<file path="src/rtl/pbwg_pkg.sv">
// package for the protected bit write guard
// assumes a 32-bit axi4-lite register bus and one system clock
package pbwg_pkg;
    localparam logic [31:0] PBWG_KEY_REG_ADDR = 32'h0000_0000;
    localparam logic [7:0] PBWG_KEY_REG_RESET = 8'h07;
    localparam int PBWG_MODE_LSB = 0;
    localparam int PBWG_BLOCKED_BIT = 2;
    localparam int PBWG_KEY_LSB = 3;
    localparam logic [1:0] PBWG_MODE_OFF = 2'h0;
    localparam logic [1:0] PBWG_MODE_ON = 2'h3;
    localparam logic [4:0] PBWG_KEY_UNLOCK_MODE = 5'h18;
    localparam logic [4:0] PBWG_KEY_OPEN = 5'h13;
    localparam logic [4:0] PBWG_KEY_CLOSE = 5'h15;
    localparam logic [1:0] PBWG_RESP_OKAY = 2'h0;
    localparam logic [1:0] PBWG_RESP_SLVERR = 2'h2;

    typedef struct packed {
        logic [1:0] mode;
        logic blocked;
        logic mode_armed;
    } pbwg_state_s;
endpackage : pbwg_pkg

</file>
<file path="src/rtl/pbwg_guard.sv">
// protected bit write guard: lock key register behind an axi4-lite slave
// assumes one master, synchronous active-high reset, 40 MHz clock
//
// Contract
// - enable field 00 disables the scheme, any other value (reset 11) enables it.
// - the enable field changes only after key 11000 was written first.
// - bit 2 is a read-only status, 1 when protected writes are blocked.
// - key 10011 with the scheme enabled opens protected writes and clears blocked.
// - key 10101 closes protected writes and sets blocked.
// - any other key value in bits 7:3 changes nothing; here a write right after key 11000 still loads the enable field.
//
// Chosen here: the AXI4-Lite slave port and the placing of the registers.
`timescale 1ns/1ps
module pbwg_guard
    import pbwg_pkg::*;
(
    input wire logic i_clock,
    input wire logic i_reset,
    input wire logic [31:0] i_awaddr,
    input wire logic i_awvalid,
    output logic o_awready,
    input wire logic [31:0] i_wdata,
    input wire logic [3:0] i_wstrb,
    input wire logic i_wvalid,
    output logic o_wready,
    output logic [1:0] o_bresp,
    output logic o_bvalid,
    input wire logic i_bready,
    input wire logic [31:0] i_araddr,
    input wire logic i_arvalid,
    output logic o_arready,
    output logic [31:0] o_rdata,
    output logic [1:0] o_rresp,
    output logic o_rvalid,
    input wire logic i_rready,
    output logic o_write_allowed,
    output logic o_scheme_enabled
);

    ////////////////////////////////////////////////////////////////////////////
    // write channel capture
    logic aw_held_r;
    logic w_held_r;
    logic [31:0] awaddr_r;
    logic [31:0] wdata_r;
    logic [3:0] wstrb_r;
    logic do_write;
    pbwg_state_s st_r;
    pbwg_state_s st_nxt;

    function automatic logic addr_hit(input logic [31:0] a);
        addr_hit = (a[31:2] == PBWG_KEY_REG_ADDR[31:2]);
    endfunction : addr_hit

    function automatic logic scheme_on(input logic [1:0] m);
        scheme_on = (m != PBWG_MODE_OFF);
    endfunction : scheme_on

    assign do_write = aw_held_r && w_held_r && !o_bvalid;

    always_ff @(posedge i_clock)
    begin
        if (i_reset)
        begin
            aw_held_r <= 1'b0;
            w_held_r <= 1'b0;
            o_awready <= 1'b0;
            o_wready <= 1'b0;
            awaddr_r <= 32'h0000_0000;
            wdata_r <= 32'h0000_0000;
            wstrb_r <= 4'h0;
        end
        else
        begin
            o_awready <= !aw_held_r && !o_awready && !o_bvalid;
            o_wready <= !w_held_r && !o_wready && !o_bvalid;
            if (i_awvalid && o_awready)
            begin
                aw_held_r <= 1'b1;
                awaddr_r <= i_awaddr;
                o_awready <= 1'b0;
            end
            else if (do_write)
            begin
                aw_held_r <= 1'b0;
            end
            if (i_wvalid && o_wready)
            begin
                w_held_r <= 1'b1;
                wdata_r <= i_wdata;
                wstrb_r <= i_wstrb;
                o_wready <= 1'b0;
            end
            else if (do_write)
            begin
                w_held_r <= 1'b0;
            end
        end
    end

    always_ff @(posedge i_clock)
    begin
        if (i_reset)
        begin
            o_bvalid <= 1'b0;
            o_bresp <= PBWG_RESP_OKAY;
        end
        else if (do_write)
        begin
            o_bvalid <= 1'b1;
            o_bresp <= addr_hit(awaddr_r) ? PBWG_RESP_OKAY : PBWG_RESP_SLVERR;
        end
        else if (i_bready && o_bvalid)
        begin
            o_bvalid <= 1'b0;
        end
    end

    ////////////////////////////////////////////////////////////////////////////
    // key handling
    logic [4:0] key_w;
    logic [1:0] mode_w;
    logic key_write;
    assign key_w = wdata_r[PBWG_KEY_LSB +: 5];
    assign mode_w = wdata_r[PBWG_MODE_LSB +: 2];
    assign key_write = do_write && addr_hit(awaddr_r) && wstrb_r[0];

    always_comb
    begin
        st_nxt = st_r;
        if (key_write)
        begin
            if (st_r.mode_armed)
            begin
                st_nxt.mode = mode_w;
                st_nxt.mode_armed = 1'b0;
            end
            unique case (key_w)
                PBWG_KEY_UNLOCK_MODE: st_nxt.mode_armed = !st_r.mode_armed;
                PBWG_KEY_OPEN:
                begin
                    if (scheme_on(st_r.mode))
                        st_nxt.blocked = 1'b0;
                end
                PBWG_KEY_CLOSE: st_nxt.blocked = 1'b1;
                default: ;
            endcase
        end
    end

    always_ff @(posedge i_clock)
    begin
        if (i_reset)
        begin
            st_r.mode <= PBWG_KEY_REG_RESET[PBWG_MODE_LSB +: 2];
            st_r.blocked <= PBWG_KEY_REG_RESET[PBWG_BLOCKED_BIT];
            st_r.mode_armed <= 1'b0;
            o_write_allowed <= 1'b0;
            o_scheme_enabled <= 1'b1;
        end
        else
        begin
            st_r <= st_nxt;
            o_write_allowed <= !scheme_on(st_nxt.mode) || !st_nxt.blocked;
            o_scheme_enabled <= scheme_on(st_nxt.mode);
        end
    end

    ////////////////////////////////////////////////////////////////////////////
    // read channel
    logic [7:0] status_byte;
    assign status_byte = {5'h00, !scheme_on(st_r.mode) ? 1'b0 : st_r.blocked,
                          st_r.mode};

    always_ff @(posedge i_clock)
    begin
        if (i_reset)
        begin
            o_arready <= 1'b0;
            o_rvalid <= 1'b0;
            o_rdata <= 32'h0000_0000;
            o_rresp <= PBWG_RESP_OKAY;
        end
        else if (o_rvalid)
        begin
            o_arready <= 1'b0;
            if (i_rready)
                o_rvalid <= 1'b0;
        end
        else if (i_arvalid && o_arready)
        begin
            o_arready <= 1'b0;
            o_rvalid <= 1'b1;
            o_rdata <= addr_hit(i_araddr) ? {24'h000000, status_byte} : 32'h0000_0000;
            o_rresp <= addr_hit(i_araddr) ? PBWG_RESP_OKAY : PBWG_RESP_SLVERR;
        end
        else
        begin
            o_arready <= 1'b1;
        end
    end
endmodule : pbwg_guard

</file>
<file path="config.mk">
export PLATFORM = sky130hd
export DESIGN_NAME = pbwg_guard
export DESIGN_NICKNAME = d
export VERILOG_FILES = /design/src/rtl/pbwg_pkg.sv /design/src/rtl/pbwg_guard.sv
export SDC_FILE = /design/constraint.sdc
export NUM_CORES = 1
export LEC_CHECK = 0
export ABC_AREA = 1
export BUFFER_PORTS_ARGS = -buffer_cell sky130_fd_sc_hd__buf_2
export CAP_MARGIN = 10
export CORE_MARGIN = 2
export CORE_UTILIZATION = 39
export DETAILED_ROUTE_END_ITERATION = 10
export PLACE_DENSITY_LB_ADDON = 0.05
export RECOVER_POWER = 100
export SETUP_SLACK_MARGIN = 0.15
export SYNTH_ARGS = -nofsm -noshare
export SYNTH_HDL_FRONTEND = slang
export SYNTH_SLANG_ARGS = --single-unit
</file>
<file path="constraint.sdc">
create_clock -name i_clock -period 1.4 [get_ports i_clock]
set_input_delay 0.21 -clock i_clock [delete_from_list [all_inputs] [get_ports i_clock]]
set_output_delay 0.21 -clock i_clock [all_outputs]
set_load 0.02 [all_outputs]
</file>
; ---- Yosys cells after proc, flatten, opt, wreduce, memory -nomap -nowiden
; Cells that the tools add are included.
[totals]
register_bits = 90
inputBits = 107
out_inout_bits = 43
word_cells = 72
[op_classes]
eq_ne = 3
n_mux = 18
bitwise = 1
reduce_logical = 32
[ops]
columns = op, n
row1 = 30-bit logical NOT, 2
row2 = "5-bit == test, second input constant", 3
row3 = 1-bit logical AND, 12
row4 = 1-bit 2-to-1 mux, 12
row5 = 2-bit nonzero test, 5
row6 = 1-bit logical NOT, 8
row7 = 2-bit 2-to-1 mux, 3
row8 = 2-bit OR reduction, 3
row9 = 4-bit 2-to-1 mux, 1
row10 = 3-bit 2-to-1 mux, 1
row11 = 1-bit case mux with 2 select lines, 1
row12 = 2-bit AND reduction, 1
row13 = 1-bit logical OR, 1
row14 = 1-bit NOT, 1

; ---- Longest topological paths before layout
[depth]
ltp_word = 8
mapped_depth = 9
mapped_depth_nobuf = 9

; ---- Worst setup path after synthesis
; Ideal clock, no wire load.
[synth_path]
kind = register -> register
startpoint = reg o_bvalid
endpoint = reg o_scheme_enabled
setup_time_ps = 120
arrival_time_ps = 1241
t_required_ps = 1280
path_slack_ps = 39
path_stages_with_launch = 10
path_buffers = 0
synth_period_minus_slack_ps = 1361
cell_sequence = dfxtp_1 -> inv_2 -> nand3_2 -> nor2_1 -> nand2_1 -> nor2_1 -> nand3_1 -> nand2_1 -> nand3_1 -> or2_1
[synth_via]
elab_chain_cells = 6
[synth_rtl]
columns = item, line_no
row1 = "start, declared", pbwg_guard.sv:27  ; output logic o_bvalid,
row2 = "start signal, assigned", pbwg_guard.sv:105  ; o_bvalid <= 1'b0;
row3 = "start signal, assigned", pbwg_guard.sv:110  ; o_bvalid <= 1'b1;
row4 = "start signal, assigned", pbwg_guard.sv:115  ; o_bvalid <= 1'b0;
row5 = 1-bit logical NOT, pbwg_guard.sv:59  ; assign do_write = aw_held_r && w_held_r && !o_bvalid;
row6 = 1-bit logical AND, pbwg_guard.sv:59
row7 = 1-bit logical AND (2 in series), pbwg_guard.sv:126  ; assign key_write = do_write && addr_hit(awaddr_r) && wstrb_r[0];
row8 = 4-bit 2-to-1 mux, pbwg_guard.sv:131  ; if (key_write)
row9 = 2-bit nonzero test, pbwg_guard.sv:56  ; scheme_on = (m != PBWG_MODE_OFF);
row10 = "end signal, assigned", pbwg_guard.sv:165  ; o_scheme_enabled <= scheme_on(st_nxt.mode);
row11 = "end, declared", pbwg_guard.sv:37  ; output logic o_scheme_enabled
; No other way between the ends.
; A chain may end at the register's enable or synchronous reset.

; ---- Worst setup path after layout
[layout_path]
startpoint = reg awaddr_r[30]
endpoint = reg o_scheme_enabled
[layout_via]
elab_chain_cells = 5
[layout_rtl]
columns = item, line_no
row1 = "start, declared", pbwg_guard.sv:44  ; logic [31:0] awaddr_r;
row2 = "start signal, assigned", pbwg_guard.sv:80  ; awaddr_r <= i_awaddr;
row3 = 30-bit logical NOT, pbwg_guard.sv:52  ; addr_hit = (a[31:2] == PBWG_KEY_REG_ADDR[31:2]);
row4 = 1-bit logical AND (2 in series), pbwg_guard.sv:126
row5 = 4-bit 2-to-1 mux, pbwg_guard.sv:131
row6 = 2-bit nonzero test, pbwg_guard.sv:56
; No other way between the ends.

==> metrics.txt <==
status=complete, no violations; row cnt=29; TritonCTS clock tree=done; Fin. Hold Viols=0; crit-path cells=or2_1 > nor2_1 > nand2_1 > nor2_4 > nand3_4 > nand2_2 > nand2_2 > or2_1; Clock transition at path regs=0.10 ns; cell area after layout=3220 µm²; Switching Share=0.277; CTS Hold Bufs=0; depth of the CTS H-tree=2; CP arrival=1.60 ns; Synth async-reset ratio=0; DR vias=2403; vias in the first global route=2134; via/cell ratio=4.52; Hold Crit Class=in -> reg; Die W=84.9 µm; Util after Layout=0.507; first-pass GRT wire length=8860 µm; CTS Root Cell=clkbuf_8; sequential share of the synthesized area=0.439; largest net degree at the start of global routing=28; nets@finish=561; Final setup viols=0; Clk pwr share=0.299; Post-synth EDFFs=0; reg2reg start=awaddr_r[30]; Worst setup endpoint=o_scheme_enabled; antenna fix cells=0; height of the die=84.9 µm; Pint=0.00248 W; P_sw=0.000946 W; IO Count=150; clock sinks=56; Leakage=1.47 nW; fmax=0.715 GHz; Pre-antenna DRT Iters=6; dominant cell type by area after synthesis=dfxtp_1; critical path startpoint category=register; IO buf count=86; worst vdd rail ir drop=0.510 mV; CP Capture Type=register; clk_skew=0.0113 ns; Yosys cell types=24; ys flop type=dfxtp_1; Area after DPL=3020 µm²; minimum clock period=1.40 ns; pwr dens=1060 nW/µm²; core box area=6350 µm²; Synth-to-Final Area Change=26.2%; CP max stage cell=dfxtp_2; period utilization=0.999; CTS Buf Count=5; layout cells sized above 1=0.284; wire length after detailed routing=5370 µm; initial antenna violation count=0; Worst Setup SP=awaddr_r[30]; die area=7200 µm²; number of routed nets with antenna violations=0; Bufs on Longest Clock Path=2; Seq pwr share=0.520; count leader, synth=nor2_1; Starting Density=0.402; Synth Register Bits=56; RSZ-0062 raised after global routing=yes; hpwl dp=4240 µm; Reg2Reg Setup Slack=0.0008 ns; Post-Syn Area per Cell=7.11 µm²; Iteration-0 DRC Markers=101; Post-Synthesis Cells=359; All-Layer GR Usage=0.150; crit path max fanout=4; mapped cell area=2550 µm²; Synth area leaders=dfxtp_1 (44%), nor2_1 (17%), buf_4 (9.4%), o21ai_1 (5.9%), nand2_1 (4.6%); Max Cap Violations=0; max incr delay on CP=0.34 ns; synth warn=0; count of final max-slew check failures=0; Sum Neg Setup Slack=0 ns; drt drc=0; RR Endpoint=o_scheme_enabled; top cell type's share of synthesized area=0.439; WS Path Type=reg -> reg; Synth top cells by count=nor2_1 (115), dfxtp_1 (56), buf_4 (32); GRT overflow=0; R2R cell count=8; Routed WL per cell=10.1 µm; Combinational Power Share=0.182; worst path required time=1.60 ns; Clk Latency, worst-skew pair=0.31 ns; routability cong.=0.743
[state kept, by name, indices dropped and copies added, names as in the netlist, 3 cells and up]
signal    count
awaddr_r     30
wdata_r       7
st_r          4
o_rdata       3
[cells by family after synthesis]
family,count (synthesis),synth area share
and+or+nand+nor,177,0.290
buffers and inverters,63,0.140
AOI/OAI and AO/OA,60,0.121
DFF,56,0.439
muxes,2,0.00883
other,1,0.00147
[final cells by class]
type / count / area, µm²
fill: 700 / 3130
multi-input combinational: 270 / 1270
sequential: 56 / 1130
timing repair buffer: 101 / 538
tap: 77 / 96.3
inverter: 20 / 75.1
clock buffer: 6 / 72.6
clock inverter: 2 / 35.0
[critical path: cells and delay by family, from the launching register on]
family,cells,cell delay [ns]
and+or+nand+nor,8,0.96
DFF,1,0.34
[layout by cell type (no fill, tap or decap), types with 3 or more instances in the layout]
cell type    n
inv_2        3
a21oi_1     17
nor2_4       5
o21ai_1     23
buf_4        9
nor2_1     104
inv_1       16
nand2_1     29
buf_2       74
nor2_2       7
nand3_1      9
clkbuf_1    15
dfxtp_2      9
clkbuf_8     5
dfxtp_1     47
nand2_2      4
nand3_2      4
o21ai_0     16
conb_1      31
nand4_1      8
[through the flow]
stage | hold WS (ns) | total power [W] | std cells | setup slack [ns]
detailed placement | 0.428 | 0.00241 | 521 | -0.0776
floorplan | 0.288 | 0.00227 | 389 | 0.0833
global route | 0.116 | 0.00364 | 532 | -0.103
CTS | 0.103 | 0.00347 | 531 | -0.0224
finish | 0.120 | 0.00342 | 532 | 0.000835
global placement | 0.436 | 0.00241 | 521 | -0.0773
[power by group through the flow]
stage	Sequential, W	Clock [W]	Combinational, W
CTS	0.00177	0.00107	0.000625
detailed placement	0.00180	0	0.000614
floorplan	0.00180	0	0.000464
global route	0.00179	0.00114	0.000711
global placement	0.00180	0	0.000608
finish	0.00178	0.00102	0.000622
[worst min-delay path by stage]
stage	startpoint	end	slack, ns	depth (start not counted)
3_5_place_dp	i_rready	o_rvalid	0.43	2
2_1_floorplan	i_reset	o_rvalid	0.29	1
6_report	i_rready	o_rvalid	0.12	2
5_1_grt	i_rready	o_rvalid	0.12	2
4_1_cts	i_rready	o_rvalid	0.10	2
3_3_place_gp	i_rready	o_rvalid	0.44	2
[timing repair]
| action | CTS | global route |
|---|---|---|
| hold endpoints to repair | 0 | 0 |
| setup buffers | 2 | 1 |
| gates cloned | 0 | 0 |
| resized for setup | 14 | 17 |
| endpoints found under the setup margin | 6 | 7 |
| pin swaps | 8 | 7 |
[routing by layer]
metal  track usage  wire [µm]  share of wire
met2         0.263       2450           0.46
met1         0.182       2490           0.46
met4        0.0390         40         0.0075
met5             0          0              0
met3        0.0389        389          0.073
No activity file was read; power rests on OpenSTA's default activity.
